$ cat config.mk
export PLATFORM = sky130hd
export DESIGN_NAME = can_trx_supply_ctrl
export DESIGN_NICKNAME = d
export VERILOG_FILES = /design/src/hdl/trx_supply_pkg.sv /design/src/hdl/trx_ctrl_if.sv /design/src/hdl/can_trx_supply_ctrl.sv /design/src/hdl/trx_mode_fsm.sv
export SDC_FILE = /design/constraint.sdc
export NUM_CORES = 1
export LEC_CHECK = 0
export BUFFER_PORTS_ARGS = -buffer_cell sky130_fd_sc_hd__buf_2
export CAP_MARGIN = 15
export CORE_ASPECT_RATIO = 0.9
export CORE_UTILIZATION = 47
export CTS_CLUSTER_SIZE = 28
export DETAILED_ROUTE_END_ITERATION = 6
export PLACE_DENSITY_LB_ADDON = 0.3
export SYNTH_ARGS = -nofsm -noshare
export SYNTH_HDL_FRONTEND = slang
export SYNTH_SLANG_ARGS = --single-unit
$ cat constraint.sdc
create_clock -name pclk -period 2.6 [get_ports pclk]
set_clock_uncertainty 0.05 [all_clocks]
set_input_delay 0.13 -clock pclk [delete_from_list [all_inputs] [get_ports pclk]]
set_output_delay 0.13 -clock pclk [all_outputs]
set_load 0.05 [all_outputs]
$ cat src/hdl/trx_supply_pkg.sv
package trx_supply_pkg;

  // ********************************************************
  // Timing
  // ********************************************************
  localparam int unsigned CLK_HZ          = 10_000_000;
  localparam int unsigned SILENCE_TIME_US = 1000;
  localparam int unsigned SILENCE_CYCLES  =
    SILENCE_TIME_US * (CLK_HZ / 1_000_000);

  // ********************************************************
  // Register indices; byte address is four times the index
  // ********************************************************
  localparam int unsigned ADDR_W             = 8;
  localparam int unsigned IDX_THRESHOLD_CTRL = 'h10;
  localparam int unsigned IDX_SUPPLY_STATUS  = 'h1b;
  localparam int unsigned IDX_TRX_CTRL       = 'h20;
  localparam int unsigned IDX_TRX_STATUS     = 'h22;
  localparam int unsigned IDX_EVENTS         = 'h30;
  localparam logic [7:0] ADDR_THRESHOLD_CTRL = 8'(IDX_THRESHOLD_CTRL * 4);
  localparam logic [7:0] ADDR_SUPPLY_STATUS  = 8'(IDX_SUPPLY_STATUS * 4);
  localparam logic [7:0] ADDR_TRX_CTRL       = 8'(IDX_TRX_CTRL * 4);
  localparam logic [7:0] ADDR_TRX_STATUS     = 8'(IDX_TRX_STATUS * 4);
  localparam logic [7:0] ADDR_EVENTS         = 8'(IDX_EVENTS * 4);

  // ********************************************************
  // Field positions
  // ********************************************************
  localparam int unsigned TC_WAKE_EN_BIT    = 2;
  localparam int unsigned TC_WARN_EN_BIT    = 3;
  localparam int unsigned TS_ACTIVE_BIT     = 7;
  localparam int unsigned TS_SILENT_BIT     = 3;
  localparam int unsigned TS_SUPPLY_LOW_BIT = 1;
  localparam int unsigned SS_LOW_BIT        = 0;
  localparam int unsigned EV_WARN_BIT       = 0;
  localparam int unsigned RAIL_90           = 0;

  // ********************************************************
  // Values after reset and codes
  // ********************************************************
  localparam logic [1:0] THR_RST         = 2'h0;
  localparam logic [1:0] MODE_RST        = 2'h0;
  localparam logic       WAKE_EN_RST     = 1'h0;
  localparam logic       WARN_EN_RST     = 1'h0;
  localparam logic [1:0] MODE_OFFLINE    = 2'h0;
  localparam logic [1:0] MODE_ACTIVE_UV  = 2'h1;
  localparam logic [1:0] MODE_ACTIVE_NUV = 2'h2;
  localparam logic [1:0] MODE_LISTEN     = 2'h3;

  typedef enum logic [1:0] {
    CHIP_OFF     = 2'h0,
    CHIP_RESET   = 2'h1,
    CHIP_STANDBY = 2'h2,
    CHIP_NORMAL  = 2'h3
  } chip_mode_t;

  typedef enum logic [3:0] {
    TRX_ACTIVE   = 4'h1,
    TRX_LISTEN   = 4'h2,
    TRX_OFFLINE  = 4'h4,
    TRX_OFF_BIAS = 4'h8
  } trx_state_t;

endpackage

$ cat src/hdl/trx_ctrl_if.sv
`timescale 1ns/10ps
interface trx_ctrl_if;
  trx_supply_pkg::chip_mode_t chip_mode;
  logic [1:0]                 transceiver_mode_sel;
  logic                       low90;
  logic                       below_thr;
  logic                       txd_low;
  logic                       bus_edge;
  trx_supply_pkg::trx_state_t state;
  logic                       silent;

  modport ctrl (
    output chip_mode, transceiver_mode_sel, low90, below_thr, txd_low,
    output bus_edge,
    input  state, silent
  );
  modport fsm (
    input  chip_mode, transceiver_mode_sel, low90, below_thr, txd_low,
    input  bus_edge,
    output state, silent
  );
endinterface

$ cat src/hdl/can_trx_supply_ctrl.sv
// Notes on behaviour
// - Raise system reset while rail is below the selected threshold.
// - Threshold select: 00=90 %, 01=80 %, 10=70 %, 11=60 %.
// - Threshold select loads its start-up default after power-up.
// - Rail falling below 90 % with warning enabled captures event.
// - Supply-low flag follows the 90 % comparator, zero after reset.
// - Normal chip mode: 01/10 Active, 11 Listen-only, 00 Offline.
// - Standby forces Offline or Offline Bias whatever the mode field.
// - Mode 01: rail below 90 % moves Active to Offline/Bias.
// - Mode 10: stay active until reset threshold; then Offline/Bias.
// - Active requested with transmit low: Listen-only until it rises.
// - Mode 01 with rail below 90 % keeps Listen-only.
// - Listen-only never drives the bus; receiver and bias stay on.
// - Active passes bus level to receive output, drives transmit.
// - Mid bias in Active, Listen-only, Offline Bias; ground in Offline.
// - Offline goes to Offline Bias on activity, back after silence.
// - Wake watching in Offline only while bus wake enable is set.
// - Leaving bus modes goes Offline if quiet, else via Offline Bias.
// - Software can read whether the transceiver is Active.
// - Active status sits at bit 7 of transceiver status.
// - Chip leaving Off into Reset puts transceiver in Offline.
`timescale 1ns/10ps
module can_trx_supply_ctrl #(
  parameter int unsigned SILENCE_CYCLES = trx_supply_pkg::SILENCE_CYCLES
) (
  // Clock and reset
  input  wire logic                               pclk,
  input  wire logic                               presetn,
  // APB slave
  input  wire logic                               psel,
  input  wire logic                               penable,
  input  wire logic                               pwrite,
  input  wire logic [trx_supply_pkg::ADDR_W-1:0]  paddr,
  input  wire logic [31:0]                        pwdata,
  output logic      [31:0]                        prdata,
  output logic                                    pready,
  output logic                                    pslverr,
  // Chip mode controller and configuration storage
  input  wire logic [1:0]                         chip_mode_sel,
  input  wire logic [1:0]                         startup_threshold_default,
  // Rail comparators, bit 0..3 = below 90/80/70/60 %
  input  wire logic [3:0]                         mcu_supply_rail_below,
  // Protocol controller side
  input  wire logic                               txd,
  output logic                                    rxd,
  // Analog bus front end
  input  wire logic                               bus_rx_level,
  output logic                                    bus_tx_dominant,
  output logic                                    bias_mid_en,
  output logic                                    bias_gnd_en,
  output logic                                    wake_watch_en,
  // System
  output logic                                    system_reset_req,
  output logic                                    trx_active
);

  // ********************************************************
  // Pin synchronisers
  // ********************************************************
  localparam int unsigned N_SYNC = 6;
  // Idle pin levels: rail fine, bus and transmit recessive
  localparam logic [N_SYNC-1:0] SYNC_IDLE = 6'h30;

  wire [N_SYNC-1:0] raw_in = {bus_rx_level, txd, mcu_supply_rail_below};
  wire [N_SYNC-1:0] filt_in;

  genvar gi;
  generate
    for (gi = 0; gi < N_SYNC; gi++) begin : g_sync
      logic s1_reg;
      logic s2_reg;
      logic s3_reg;
      logic filt_reg;
      // Start at the idle level, else release fakes a bus edge
      always_ff @(posedge pclk or negedge presetn) begin
        if (!presetn) begin
          s1_reg   <= SYNC_IDLE[gi];
          s2_reg   <= SYNC_IDLE[gi];
          s3_reg   <= SYNC_IDLE[gi];
          filt_reg <= SYNC_IDLE[gi];
        end else begin
          s1_reg <= raw_in[gi];
          s2_reg <= s1_reg;
          s3_reg <= s2_reg;
          // Accept a change only once two stages agree
          if (s2_reg == s3_reg) begin
            filt_reg <= s3_reg;
          end
        end
      end
      assign filt_in[gi] = filt_reg;
    end
  endgenerate

  wire [3:0] rail_below = filt_in[3:0];
  wire       txd_s      = filt_in[4];
  wire       bus_rx_s   = filt_in[5];

  // ********************************************************
  // Registers
  // ********************************************************
  logic [1:0] reset_threshold_sel_reg;
  logic       startup_load_reg;
  logic [1:0] transceiver_mode_sel_reg;
  logic       bus_wake_enable_reg;
  logic       supply_low_warning_enable_reg;
  logic       supply_low_warning_event_reg;
  logic       supply_low_warning_event_next;
  logic       low90_prev_reg;
  logic       bus_rx_prev_reg;

  // ********************************************************
  // APB decode
  // ********************************************************
  wire setup_ph  = psel && !penable;
  wire access_ph = psel && penable && pready;
  wire wr_en     = access_ph && pwrite;

  wire hit_thr  = paddr == trx_supply_pkg::ADDR_THRESHOLD_CTRL;
  wire hit_sup  = paddr == trx_supply_pkg::ADDR_SUPPLY_STATUS;
  wire hit_tctl = paddr == trx_supply_pkg::ADDR_TRX_CTRL;
  wire hit_tsts = paddr == trx_supply_pkg::ADDR_TRX_STATUS;
  wire hit_ev   = paddr == trx_supply_pkg::ADDR_EVENTS;
  wire mapped   = hit_thr || hit_sup || hit_tctl || hit_tsts || hit_ev;

  wire wr_thr  = wr_en && hit_thr;
  wire wr_tctl = wr_en && hit_tctl;
  wire wr_ev   = wr_en && hit_ev;

  // ********************************************************
  // Supply supervision
  // ********************************************************
  wire low90     = rail_below[trx_supply_pkg::RAIL_90];
  // Threshold code indexes the comparator vector directly
  wire below_thr = rail_below[reset_threshold_sel_reg];
  wire warn_set  = low90 && !low90_prev_reg &&
                   supply_low_warning_enable_reg;
  wire warn_clr  = wr_ev && pwdata[trx_supply_pkg::EV_WARN_BIT];

  // Set wins over a clear landing in the same cycle
  assign supply_low_warning_event_next =
    warn_set || (supply_low_warning_event_reg && !warn_clr);

  // ********************************************************
  // Transceiver mode machine
  // ********************************************************
  trx_ctrl_if tc ();

  assign tc.chip_mode            = trx_supply_pkg::chip_mode_t'(chip_mode_sel);
  assign tc.transceiver_mode_sel = transceiver_mode_sel_reg;
  assign tc.low90                = low90;
  assign tc.below_thr            = below_thr;
  assign tc.txd_low              = !txd_s;
  assign tc.bus_edge             = bus_rx_s != bus_rx_prev_reg;

  trx_mode_fsm #(
    .SILENCE_CYCLES (SILENCE_CYCLES)
  ) u_fsm (
    .pclk    (pclk),
    .presetn (presetn),
    .c       (tc)
  );

  wire st_active  = tc.state == trx_supply_pkg::TRX_ACTIVE;
  wire st_listen  = tc.state == trx_supply_pkg::TRX_LISTEN;
  wire st_offline = tc.state == trx_supply_pkg::TRX_OFFLINE;
  wire bus_facing = st_active || st_listen;

  // ********************************************************
  // Read mux
  // ********************************************************
  wire [7:0] thr_rd  = {6'h0, reset_threshold_sel_reg};
  wire [7:0] sup_rd  = {7'h0, low90};
  wire [7:0] tctl_rd = {4'h0, supply_low_warning_enable_reg,
                        bus_wake_enable_reg, transceiver_mode_sel_reg};
  wire [7:0] tsts_rd = {st_active, 3'h0, tc.silent, 1'h0,
                        low90 && (transceiver_mode_sel_reg ==
                                  trx_supply_pkg::MODE_ACTIVE_UV),
                        1'h0};
  wire [7:0] ev_rd   = {7'h0, supply_low_warning_event_reg};
  wire [7:0] rd_mux  = hit_thr  ? thr_rd  :
                       hit_sup  ? sup_rd  :
                       hit_tctl ? tctl_rd :
                       hit_tsts ? tsts_rd :
                       hit_ev   ? ev_rd   : 8'h0;

  // ********************************************************
  // APB response, one access cycle, no extra waits
  // ********************************************************
  always_ff @(posedge pclk or negedge presetn) begin
    if (!presetn) begin
      pready  <= 1'b0;
      pslverr <= 1'b0;
      prdata  <= 32'h0;
    end else begin
      pready  <= setup_ph;
      pslverr <= setup_ph && !mapped;
      if (setup_ph) begin
        prdata <= pwrite ? 32'h0 : {24'h0, rd_mux};
      end
    end
  end

  // ********************************************************
  // Register writes
  // ********************************************************
  always_ff @(posedge pclk or negedge presetn) begin
    if (!presetn) begin
      reset_threshold_sel_reg <= trx_supply_pkg::THR_RST;
      startup_load_reg        <= 1'b1;
    end else begin
      startup_load_reg <= 1'b0;
      // Default strap caught on the first edge after release
      if (startup_load_reg) begin
        reset_threshold_sel_reg <= startup_threshold_default;
      end else if (wr_thr) begin
        reset_threshold_sel_reg <= pwdata[1:0];
      end
    end
  end

  always_ff @(posedge pclk or negedge presetn) begin
    if (!presetn) begin
      transceiver_mode_sel_reg      <= trx_supply_pkg::MODE_RST;
      bus_wake_enable_reg           <= trx_supply_pkg::WAKE_EN_RST;
      supply_low_warning_enable_reg <= trx_supply_pkg::WARN_EN_RST;
    end else if (wr_tctl) begin
      transceiver_mode_sel_reg      <= pwdata[1:0];
      bus_wake_enable_reg           <= pwdata[trx_supply_pkg::TC_WAKE_EN_BIT];
      supply_low_warning_enable_reg <= pwdata[trx_supply_pkg::TC_WARN_EN_BIT];
    end
  end

  always_ff @(posedge pclk or negedge presetn) begin
    if (!presetn) begin
      supply_low_warning_event_reg <= 1'b0;
      low90_prev_reg               <= 1'b0;
      bus_rx_prev_reg              <= 1'b1;
    end else begin
      supply_low_warning_event_reg <= supply_low_warning_event_next;
      low90_prev_reg               <= low90;
      bus_rx_prev_reg              <= bus_rx_s;
    end
  end

  // ********************************************************
  // Registered outputs
  // ********************************************************
  // Receiver idles recessive outside bus-facing modes
  always_ff @(posedge pclk or negedge presetn) begin
    if (!presetn) begin
      rxd              <= 1'b1;
      bus_tx_dominant  <= 1'b0;
      bias_mid_en      <= 1'b0;
      bias_gnd_en      <= 1'b1;
      wake_watch_en    <= 1'b0;
      system_reset_req <= 1'b0;
      trx_active       <= 1'b0;
    end else begin
      rxd              <= bus_facing ? bus_rx_s : 1'b1;
      bus_tx_dominant  <= st_active && !txd_s;
      bias_mid_en      <= !st_offline;
      bias_gnd_en      <= st_offline;
      wake_watch_en    <= st_offline && bus_wake_enable_reg;
      system_reset_req <= below_thr;
      trx_active       <= st_active;
    end
  end

endmodule

$ cat src/hdl/trx_mode_fsm.sv
`timescale 1ns/10ps
module trx_mode_fsm #(
  parameter int unsigned SILENCE_CYCLES = trx_supply_pkg::SILENCE_CYCLES
) (
  // Clock and reset
  input wire logic pclk,
  input wire logic presetn,
  // Control
  trx_ctrl_if.fsm  c
);
  localparam int unsigned CW = $clog2(SILENCE_CYCLES + 1);
  localparam logic [CW-1:0] SIL_MAX = CW'(SILENCE_CYCLES);

  trx_supply_pkg::trx_state_t state_reg;
  trx_supply_pkg::trx_state_t state_next;
  trx_supply_pkg::chip_mode_t chip_prev_reg;
  logic [CW-1:0]              sil_cnt_reg;

  wire normal    = c.chip_mode == trx_supply_pkg::CHIP_NORMAL;
  wire sel_uv    = c.transceiver_mode_sel == trx_supply_pkg::MODE_ACTIVE_UV;
  wire sel_nuv   = c.transceiver_mode_sel == trx_supply_pkg::MODE_ACTIVE_NUV;
  wire sel_lo    = c.transceiver_mode_sel == trx_supply_pkg::MODE_LISTEN;
  wire want_act  = normal && (sel_uv || sel_nuv);
  wire uv_block  = sel_uv && c.low90;
  wire thr_block = sel_nuv && c.below_thr;
  wire from_off  = chip_prev_reg == trx_supply_pkg::CHIP_OFF &&
                   c.chip_mode == trx_supply_pkg::CHIP_RESET;
  wire silent    = sil_cnt_reg >= SIL_MAX;
  // Leaving a bus-facing mode: straight to Offline only on a quiet bus
  wire trx_supply_pkg::trx_state_t quit_to =
    silent ? trx_supply_pkg::TRX_OFFLINE
           : trx_supply_pkg::TRX_OFF_BIAS;

  always_comb begin
    state_next = state_reg;
    if (from_off) begin
      state_next = trx_supply_pkg::TRX_OFFLINE;
    end else begin
      unique case (state_reg)
        trx_supply_pkg::TRX_ACTIVE: begin
          // Standby, Reset and mode 00 all drop want_act
          if (!want_act || uv_block || thr_block) begin
            state_next = quit_to;
          end
        end
        trx_supply_pkg::TRX_LISTEN: begin
          if (normal && sel_lo) begin
            state_next = trx_supply_pkg::TRX_LISTEN;
          end else if (!want_act || thr_block) begin
            state_next = quit_to;
          end else if (!c.txd_low && !uv_block) begin
            state_next = trx_supply_pkg::TRX_ACTIVE;
          end
        end
        trx_supply_pkg::TRX_OFFLINE, trx_supply_pkg::TRX_OFF_BIAS: begin
          if (want_act && !uv_block && !thr_block) begin
            state_next = c.txd_low ? trx_supply_pkg::TRX_LISTEN
                                   : trx_supply_pkg::TRX_ACTIVE;
          end else if (normal && sel_lo) begin
            state_next = trx_supply_pkg::TRX_LISTEN;
          end else if (state_reg == trx_supply_pkg::TRX_OFFLINE) begin
            if (c.bus_edge || (want_act && uv_block)) begin
              state_next = trx_supply_pkg::TRX_OFF_BIAS;
            end
          end else if (silent) begin
            state_next = trx_supply_pkg::TRX_OFFLINE;
          end
        end
      endcase
    end
  end

  always_ff @(posedge pclk or negedge presetn) begin
    if (!presetn) begin
      state_reg     <= trx_supply_pkg::TRX_OFFLINE;
      chip_prev_reg <= trx_supply_pkg::CHIP_OFF;
      sil_cnt_reg   <= SIL_MAX;
    end else begin
      state_reg     <= state_next;
      chip_prev_reg <= c.chip_mode;
      // Restart on every edge, saturate once the bus is quiet
      if (c.bus_edge) begin
        sil_cnt_reg <= '0;
      end else if (!silent) begin
        sil_cnt_reg <= sil_cnt_reg + CW'(1);
      end
    end
  end

  assign c.state  = state_reg;
  assign c.silent = silent;
endmodule

==> flow_metrics.tcl, run 1 <==
set metrics [dict create \
    hold_viol 0 \
    die_h_um 80.97 \
    slew_headroom_pct 54.72 \
    startpoint_type "register" \
    largest_reg_flops 14 \
    syn_area_um2 3257 \
    viasPerCell 4.935 \
    setup-tns-final_ns 0 \
    seq_power_share_pct 49.3 \
    syn_inst 290 \
    htree_levels 3 \
    cts.sinks 68 \
    drive_gt1_share_pct 26.74 \
    rows 28 \
    numCtsBuffers 9 \
    yosysTopAreaCellShare_pct 38.42 \
    dpl.cell_count 417 \
    cts_buffer_depth 2 \
    cpPeakStageDelay_ns 0.44 \
    drc 0 \
    die_w_um 89.75 \
    synthArstFlopShare_pct 100.0 \
    grt_pass1_wl_um 10300 \
    wl_per_cell_um 12.78 \
    p_int_mw 1.691 \
    p_switching_mw 0.8242 \
    pin_count 96 \
    synth_top_cell_by_area "dfrtp_1" \
    cp.arrival_ns 2.37 \
    die_area_um2 7267 \
    area_growth_syn_to_layout_pct 16.14 \
    hold_path.class "in2reg" \
    ys.flop_type "dfrtp_1" \
    final_area_um2 3782 \
    grt_overflow_total 0 \
    first_iter_violations 144 \
    setup_violations 0 \
    hold_ws_ns 0.09155 \
    cts.clk_slew.worst_paths_ns 0.08 \
    worst_slew_pin_slew_ns 0.6791 \
    crit_fanout 5 \
    min_from "paddr[3]" \
    start_util_pct 49.19 \
    crit_chain "inv_1 -> ha_1 -> and3b_1 -> o221a_1 -> a211oi_1 -> a21o_2 -> o41ai_1" \
    outcome "finished, final reports clean" \
    cp_num_buf_inv 1 \
    yosysSeqAreaShare_pct 52.94 \
    wirelength_um 5736 \
    synth_edf_count 0 \
    avgSynthCellArea_um2 11.23 \
    r2r_start "tc.transceiver_mode_sel[0]$_DFFE_PN0P_" \
    nFillCells 578 \
    post-cts-setup-buffers 0 \
    setup.reg_to_reg.worst_slack_ns 0.39 \
    place_area_um2 3453 \
    nNetsFinal 414 \
    instances_no_fill 449 \
    r2r_cells 7 \
    pwr-share-clk_pct 29.5 \
    cap_violations 0 \
    fin_crit_ns 2.214 \
    critPathCaptureType "register" \
    clk-insertion-delay-late_ns 0.34 \
    timing.fmax_mhz 451.6 \
    hold_end "prdata[7]$_DFFE_PN0P_" \
    track_usage_pct 18.16 \
    pwr-share-comb_pct 21.2 \
    n_antenna_cell 0 \
    core_area_um2 6621 \
    grt_pass1_vias 2174 \
    worstSetupPathType "reg2reg" \
    drt_pass1_iterations 4 \
    yosysMostFrequentCell "dfrtp_1" \
    portBuffers 40 \
    fin_crit_sh_pct 85.17 \
    power_leakage_nw 1.636 \
    p_sw_share_pct 32.77 \
    drtAntennaViolNets 0 \
    cts_root_buffer "clkbuf_8" \
    rsz0062_at_grt "no" \
    cts_tree "yes" \
    vdd_drop_max_v 0.0003702 \
    post_cts_resized 0 \
    hpwl_um 4031 \
    min_path_cells 3 \
    yosys_register_bits 68 \
    synth_common_cells "dfrtp_1, buf_4, nand2_1, nor2_1, dfstp_2" \
    synth_area_leaders "dfrtp_1, dfstp_2, buf_4" \
    antenna_found_initial 0 \
    grt_max_degree 30 \
    yosys_warnings 0 \
    crit_start "tc.transceiver_mode_sel[0]$_DFFE_PN0P_" \
    vias 2216 \
    totalPowerFinal_mw 2.515 \
    reg2reg_to "u_fsm.c.state[0]$_DFFE_PN0P_" \
    drv_slew 0 \
    synth_cell_types 59 \
    crit_family "compound AO/OA/AOI/OAI gates" \
    cp_slowest_cell "dfrtp_1" \
    power_density_nw_per_um2 664.9 \
    place_congestion 0.8080 \
    cp.required_ns 2.76 \
]
[power by group through the flow]
stage	combinational (mW)	clock (mW)	sequential, mW
2_1_floorplan	0.396	0	1.28
3_3_place_gp	0.508	0	1.25
3_5_place_dp	0.514	0	1.26
4_1_cts	0.534	0.767	1.24
5_1_grt	0.583	0.813	1.25
6_report	0.533	0.741	1.24
[repair_timing]
| action | in CTS | in global routing |
|---|---|---|
| endpoints found under the hold margin | 28 | 0 |
| setup endpoints to repair | 0 | 0 |
| hold buffers | 16 | 0 |
[layer usage]
metal	global-route usage [%]	share of wire [%]	vias up	routed length, um
met3	4.026	3.4	4	197
met2	29.62	47	61	2702
met4	7.869	0.92	0	53
li1	-	-	1082	-
met5	0	0	-	0
met1	23.68	49	1069	2782
[per-stage QoR]
step	setup WS, ns	util [%]
after floorplan	0.7096	-
after global routing	0.2213	57.12
after detailed placement	0.4921	52.15
after CTS	0.4389	57.12
final	0.3857	57.12
after global placement	0.5050	52.15
[worst register-to-register path, stage by stage (launching register included)]
cell and delay [ns]:
dfrtp_1 0.44, inv_1 0.07, ha_1 0.29, and3b_1 0.28
o221a_1 0.26, a211oi_1 0.15, a21o_2 0.24, o41ai_1 0.30
[worst max path at each step]
stage                                   end  slack (ns)  cells past startpoint
3_3_place_gp   u_fsm.c.state[0]$_DFFE_PN0P_        0.50                      7
3_5_place_dp   u_fsm.c.state[0]$_DFFE_PN0P_        0.49                      7
6_report       u_fsm.c.state[0]$_DFFE_PN0P_        0.39                      7
5_1_grt        u_fsm.c.state[0]$_DFFE_PN0P_        0.22                      7
2_1_floorplan  u_fsm.c.state[0]$_DFFE_PN0P_        0.71                      6
4_1_cts        u_fsm.c.state[0]$_DFFE_PN0P_        0.44                      7
[layout make-up]
type	count	area, um^2	area share (%)
inverters	10	37.54	0.9924
flip-flops and latches	68	1724	45.58
repair buffers	59	382.9	10.12
clock buffers	10	127.6	3.374
well taps	90	112.6	2.977
clock inverters	6	41.29	1.092
multi-input cells	206	1356	35.86
[cell usage in the layout (no fill, tap or decap), types with 3 or more instances in the layout]
master,Yosys,routed
conb_1,1,28
dlygate4sd3_1,0,16
dfrtp_1,50,50
xnor2_1,10,10
nand2b_1,3,3
and2_1,3,3
a2111oi_2,3,3
nor3_1,10,10
xor2_1,5,5
nor2_1,23,23
o21ai_1,3,3
buf_2,0,40
clkinvlp_4,0,3
clkbuf_8,0,9
inv_1,10,10
nand3b_1,3,3
buf_4,28,3
maj3_1,6,6
a21oi_1,9,9
dfstp_2,18,18
mux2i_1,7,7
nand3_1,8,8
nand4_1,6,6
ha_1,5,5
o21ai_0,9,9
mux2_2,4,4
nand2_1,23,23
[logic make-up after synthesis]
| logic type | share of synthesized area [%] |
|---|---|
| AOI/OAI and AO/OA | 9.950 |
| muxes | 3.534 |
| buffers and inverters | 8.529 |
| xor gates and xnor gates | 4.034 |
| and+or+nand+nor | 17.13 |
| other | 0.1151 |
| DFF | 52.94 |
| adders and majority gates | 3.765 |
Note: power is estimated with default switching activity, not from simulation.
==> run 2: changes to the inputs <==
--- a/config.mk
+++ b/config.mk
@@ -9,6 +9,7 @@
 export CAP_MARGIN = 15
 export CORE_ASPECT_RATIO = 0.9
 export CORE_UTILIZATION = 47
+export CTS_BUF_LIST = sky130_fd_sc_hd__clkbuf_8
 export CTS_CLUSTER_SIZE = 28
 export DETAILED_ROUTE_END_ITERATION = 6
 export PLACE_DENSITY_LB_ADDON = 0.3
==> flow_metrics.tcl, run 2 (synthesis results as in run 1) <==
set metrics [dict create \
    cp_num_buf_inv 1 \
    power_leakage_nw 1.640 \
    drv_slew 0 \
    portBuffers 40 \
    start_util_pct 49.19 \
    hpwl_um 4031 \
    fin_crit_ns 2.215 \
    grt_pass1_wl_um 10300 \
    fin_crit_sh_pct 85.19 \
    hold_viol 0 \
    clk-insertion-delay-late_ns 0.34 \
    cap_violations 0 \
    die_area_um2 7267 \
    largest_reg_flops 14 \
    drtAntennaViolNets 0 \
    cts_buffer_depth 2 \
    n_antenna_cell 0 \
    post_cts_resized 0 \
    hold_path.class "in2reg" \
    hold_ws_ns 0.09155 \
    crit_chain "inv_1 -> ha_1 -> and3b_1 -> o221a_1 -> a211oi_1 -> a21o_2 -> o41ai_1" \
    cp_slowest_cell "dfrtp_1" \
    cts.clk_slew.worst_paths_ns 0.08 \
    track_usage_pct 18.16 \
    drt_pass1_iterations 4 \
    cts_hold_buf 16 \
    crit_fanout 5 \
    die_w_um 89.75 \
    grt-busiest-layer "met2" \
    drc 0 \
    cpPeakStageDelay_ns 0.44 \
    numCtsBuffers 9 \
    htree_levels 3 \
    mostFrequentLayoutCells "dfrtp_1, buf_2, conb_1, nand2_1, nor2_1" \
    power_density_nw_per_um2 664.0 \
    vdd_drop_max_v 0.0003701 \
    totalPowerFinal_mw 2.511 \
    post-cts-setup-buffers 0 \
    nFillCells 578 \
    setup_violations 0 \
    drive_gt1_share_pct 26.74 \
    wl_per_cell_um 12.78 \
    slew_headroom_pct 54.72 \
    die_h_um 80.97 \
    vias 2216 \
    area_growth_syn_to_layout_pct 16.14 \
    worst_slew_pin_slew_ns 0.6791 \
    final_util_pct 57.12 \
    core_area_um2 6621 \
    gr-usage-met3_pct 4.026 \
    setup.reg_to_reg.worst_slack_ns 0.39 \
    viasPerCell 4.935 \
    rsz0062_at_grt "no" \
    place_congestion 0.8080 \
    crit_family "compound AO/OA/AOI/OAI gates" \
    grt_pass1_vias 2174 \
    pin_count 96 \
    grt_overflow_total 0 \
    met2_usage_pct 29.62 \
    met1_usage_pct 23.68 \
    timing.fmax_mhz 451.5 \
    cp.arrival_ns 2.37 \
    outcome "finished, final reports clean" \
    setup-tns-final_ns 0 \
    grt_max_degree 30 \
    worstSetupPathType "reg2reg" \
    cts.sinks 68 \
    critPathCaptureType "register" \
    antenna_found_initial 0 \
    first_iter_violations 144 \
    nNetsFinal 414 \
    wirelength_um 5737 \
    startpoint_type "register" \
    final_common_cell "dfrtp_1" \
    cts_root_buffer "clkbuf_8" \
    cp.required_ns 2.76 \
    cts_tree "yes" \
    rows 28 \
]
-- run 2: cell types whose count changed in the layout (fill, tap and decap cells not counted), sizes merged --
cell,previous run,this run
inv,11,12
clkbuf,10,9
-- run 2: final cells by class --
cell class | instances | area, um^2 | area share, %
multi-input cells | 206 | 1356 | 35.86
flip-flops and latches | 68 | 1724 | 45.58
repair buffers | 59 | 382.9 | 10.12
clock inverters | 7 | 45.04 | 1.191
well taps | 90 | 112.6 | 2.977
inverters | 10 | 37.54 | 0.9924
clock buffers | 9 | 123.9 | 3.275
-- run 2: stage by stage --
| step | setup slack (ns) | instances | instance area, um^2 |
|---|---|---|---|
| 2_1_floorplan | 0.7096 | 317 | 3358 |
| 3_3_place_gp | 0.5050 | 417 | 3453 |
| 3_5_place_dp | 0.4921 | 417 | 3453 |
| 4_1_cts | 0.4385 | 449 | 3782 |
| 5_1_grt | 0.2207 | 449 | 3782 |
| 6_report | 0.3851 | 449 | 3782 |
-- run 2: path summary, 6_finish.rpt --
path | cells after the start | from | end
setup / recovery | 7 | tc.transceiver_mode_sel[0]$_DFFE_PN0P_ | u_fsm.c.state[0]$_DFFE_PN0P_
hold / removal | 3 | paddr[3] | prdata[7]$_DFFE_PN0P_
setup reg to reg | 7 | tc.transceiver_mode_sel[0]$_DFFE_PN0P_ | u_fsm.c.state[0]$_DFFE_PN0P_
hold reg to reg | 0 | g_sync[2].s1_reg$_DFF_PN0_ | g_sync[2].s2_reg$_DFF_PN0_
max in group asynchronous | 3 | presetn | rxd$_DFF_PN1_
min in group asynchronous | 2 | presetn | g_sync[2].s2_reg$_DFF_PN0_
-- run 2: layer usage --
layer | wire, um | share of wire [%]
met1 | 2782 | 48
met2 | 2703 | 47
met3 | 197 | 3.4
met4 | 53 | 0.92
met5 | 0 | 0
-- run 2: where the power goes --
group / leakage (nW) / switching (mW) / internal (mW)
Combinational: 0.738 / 0.344 / 0.189
Clock: 0.0828 / 0.396 / 0.342
Sequential: 0.819 / 0.0850 / 1.16
Total: 1.64 / 0.825 / 1.69
-- run 2: tightest hold or removal path: stages --
cell     delay, ns
buf_2         0.17
nand2_1       0.07
o21ai_0       0.06
==> run 3: changes to the inputs <==
--- a/config.mk
+++ b/config.mk
@@ -7,11 +7,11 @@
 export LEC_CHECK = 0
 export BUFFER_PORTS_ARGS = -buffer_cell sky130_fd_sc_hd__buf_2
 export CAP_MARGIN = 15
-export CORE_ASPECT_RATIO = 0.9
 export CORE_UTILIZATION = 47
 export CTS_BUF_LIST = sky130_fd_sc_hd__clkbuf_8
 export CTS_CLUSTER_SIZE = 28
 export DETAILED_ROUTE_END_ITERATION = 6
+export GPL_ROUTABILITY_DRIVEN = 0
 export PLACE_DENSITY_LB_ADDON = 0.3
 export SYNTH_ARGS = -nofsm -noshare
 export SYNTH_HDL_FRONTEND = slang
==> flow_metrics.tcl, run 3 (synthesis results as in run 1) <==
set metrics [dict create \
    largest_reg_flops 14 \
    first_iter_violations 102 \
    hpwl_um 3913 \
    crit_fanout 5 \
    wirelength_um 5645 \
    wl_per_cell_um 12.98 \
    outcome "finished, final reports clean" \
    grt_max_degree 38 \
    area_growth_syn_to_layout_pct 16.98 \
    cpPeakStageDelay_ns 0.42 \
    startpoint_type "register" \
    numCtsBuffers 9 \
    clk-insertion-delay-late_ns 0.34 \
    setup_violations 0 \
    grt_overflow_total 0 \
    htree_levels 3 \
    place_area_um2 3442 \
    core_area_um2 6531 \
    die_w_um 85.25 \
    cp_slowest_cell "dfrtp_1" \
    start_util_pct 49.87 \
    cts.sinks 68 \
    drc 0 \
    crit_chain "inv_1 -> ha_1 -> and3b_1 -> o221a_1 -> a211oi_1 -> a21o_2 -> o41ai_1" \
    viasPerCell 5.021 \
    hold_viol 0 \
    cp.arrival_ns 2.33 \
    worstSetupPathType "reg2reg" \
    fin_crit_ns 2.165 \
    fin_crit_sh_pct 83.26 \
    slew_headroom_pct 51.47 \
    mostFrequentLayoutCells "dfrtp_1, buf_2, conb_1, nand2_1, nor2_1" \
    track_usage_pct 17.65 \
    final_util_pct 58.33 \
    power_leakage_nw 1.660 \
    cp_num_buf_inv 1 \
    cap_violations 0 \
    cp.required_ns 2.77 \
    die_h_um 85.25 \
    rows 29 \
    vias 2184 \
    crit_family "compound AO/OA/AOI/OAI gates" \
    drive_gt1_share_pct 26.82 \
    nNetsFinal 413 \
    cts.clk_slew.worst_paths_ns 0.08 \
    vdd_drop_max_v 0.0003689 \
    final_common_cell "dfrtp_1" \
    cts_buffer_depth 2 \
    post-cts-setup-buffers 0 \
    rsz0062_at_grt "no" \
    hold_path.class "in2reg" \
    die_area_um2 7267 \
    power_density_nw_per_um2 697.8 \
    cts_root_buffer "clkbuf_8" \
    cts_tree "yes" \
    pin_count 96 \
    drtAntennaViolNets 0 \
    drv_slew 0 \
    timing.fmax_mhz 461.9 \
    post_cts_resized 0 \
    nFillCells 563 \
    critPathCaptureType "register" \
    grt_pass1_wl_um 9735 \
    worst_slew_pin_slew_ns 0.7279 \
    final_area_um2 3810 \
    antenna_found_initial 0 \
    grt_pass1_vias 2082 \
    setup-tns-final_ns 0 \
    n_antenna_cell 0 \
    portBuffers 40 \
    setup.reg_to_reg.worst_slack_ns 0.44 \
    drt_pass1_iterations 6 \
]
[run 3: area by class of cell]
cell class	count	area, um^2	share of cell area (%)
flip-flops and latches	68	1724	45.25
multi-input cells	206	1356	35.60
repair buffers	58	387.9	10.18
clock buffers	9	123.9	3.251
well taps	77	96.34	2.529
clock inverters	7	83.83	2.200
inverters	10	37.54	0.9852
[run 3: what timing repair did]
| action | 4_1_cts | 5_1_grt |
|---|---|---|
| setup endpoints to repair | 0 | 0 |
| hold buffers | 16 | 0 |
| hold endpoints to repair | 43 | 0 |
[run 3: per-layer routing]
| layer | GRT usage (%) | part of all wire, % | vias up |
|---|---|---|---|
| met2 | 27.57 | 46 | 60 |
| met5 | 0 | 0 | - |
| li1 | - | - | 1084 |
| met3 | 4.864 | 3.8 | 6 |
| met1 | 23.35 | 49 | 1034 |
| met4 | 7.088 | 1.3 | 0 |
[run 3: final timing paths]
| kind | endpoint | cells after the start | start |
|---|---|---|---|
| max | u_fsm.c.state[0]$_DFFE_PN0P_ | 7 | tc.transceiver_mode_sel[0]$_DFFE_PN0P_ |
| min | pslverr$_DFF_PN0_ | 3 | paddr[6] |
| max reg2reg | u_fsm.c.state[0]$_DFFE_PN0P_ | 7 | tc.transceiver_mode_sel[0]$_DFFE_PN0P_ |
| min reg2reg | g_sync[1].s2_reg$_DFF_PN0_ | 0 | g_sync[1].s1_reg$_DFF_PN0_ |
| max in group asynchronous | g_sync[4].s2_reg$_DFF_PN1_ | 3 | presetn |
| min in group asynchronous | g_sync[2].s1_reg$_DFF_PN0_ | 2 | presetn |
[run 3: stage by stage]
step | power, mW | hold slack [ns] | worst slack (ns) | cells
floorplan | 1.680 | -0.2156 | 0.7096 | 317
global placement | 1.760 | 0.1836 | 0.5087 | 403
detailed placement | 1.774 | 0.1861 | 0.4872 | 403
CTS | 2.688 | 0.06753 | 0.4367 | 435
global route | 2.817 | 0.08433 | 0.2759 | 435
finish | 2.659 | 0.08658 | 0.4352 | 435
[run 3: worst reg2reg max path, delay by kind of cell, from the launching register on]
family,cells,cell delay (ns)
and+or+nand+nor,1,0.28
buffers and inverters,1,0.07
adders and majority gates,1,0.27
AOI/OAI and AO/OA,4,0.95
DFF,1,0.42
[run 3: report_power, final]
group	switching [mW]	total (mW)	internal, mW	leakage [nW]
registers	0.0822	1.24	1.16	0.819
logic	0.345	0.535	0.190	0.738
clock network	0.427	0.886	0.459	0.102
total	0.854	2.66	1.80	1.66
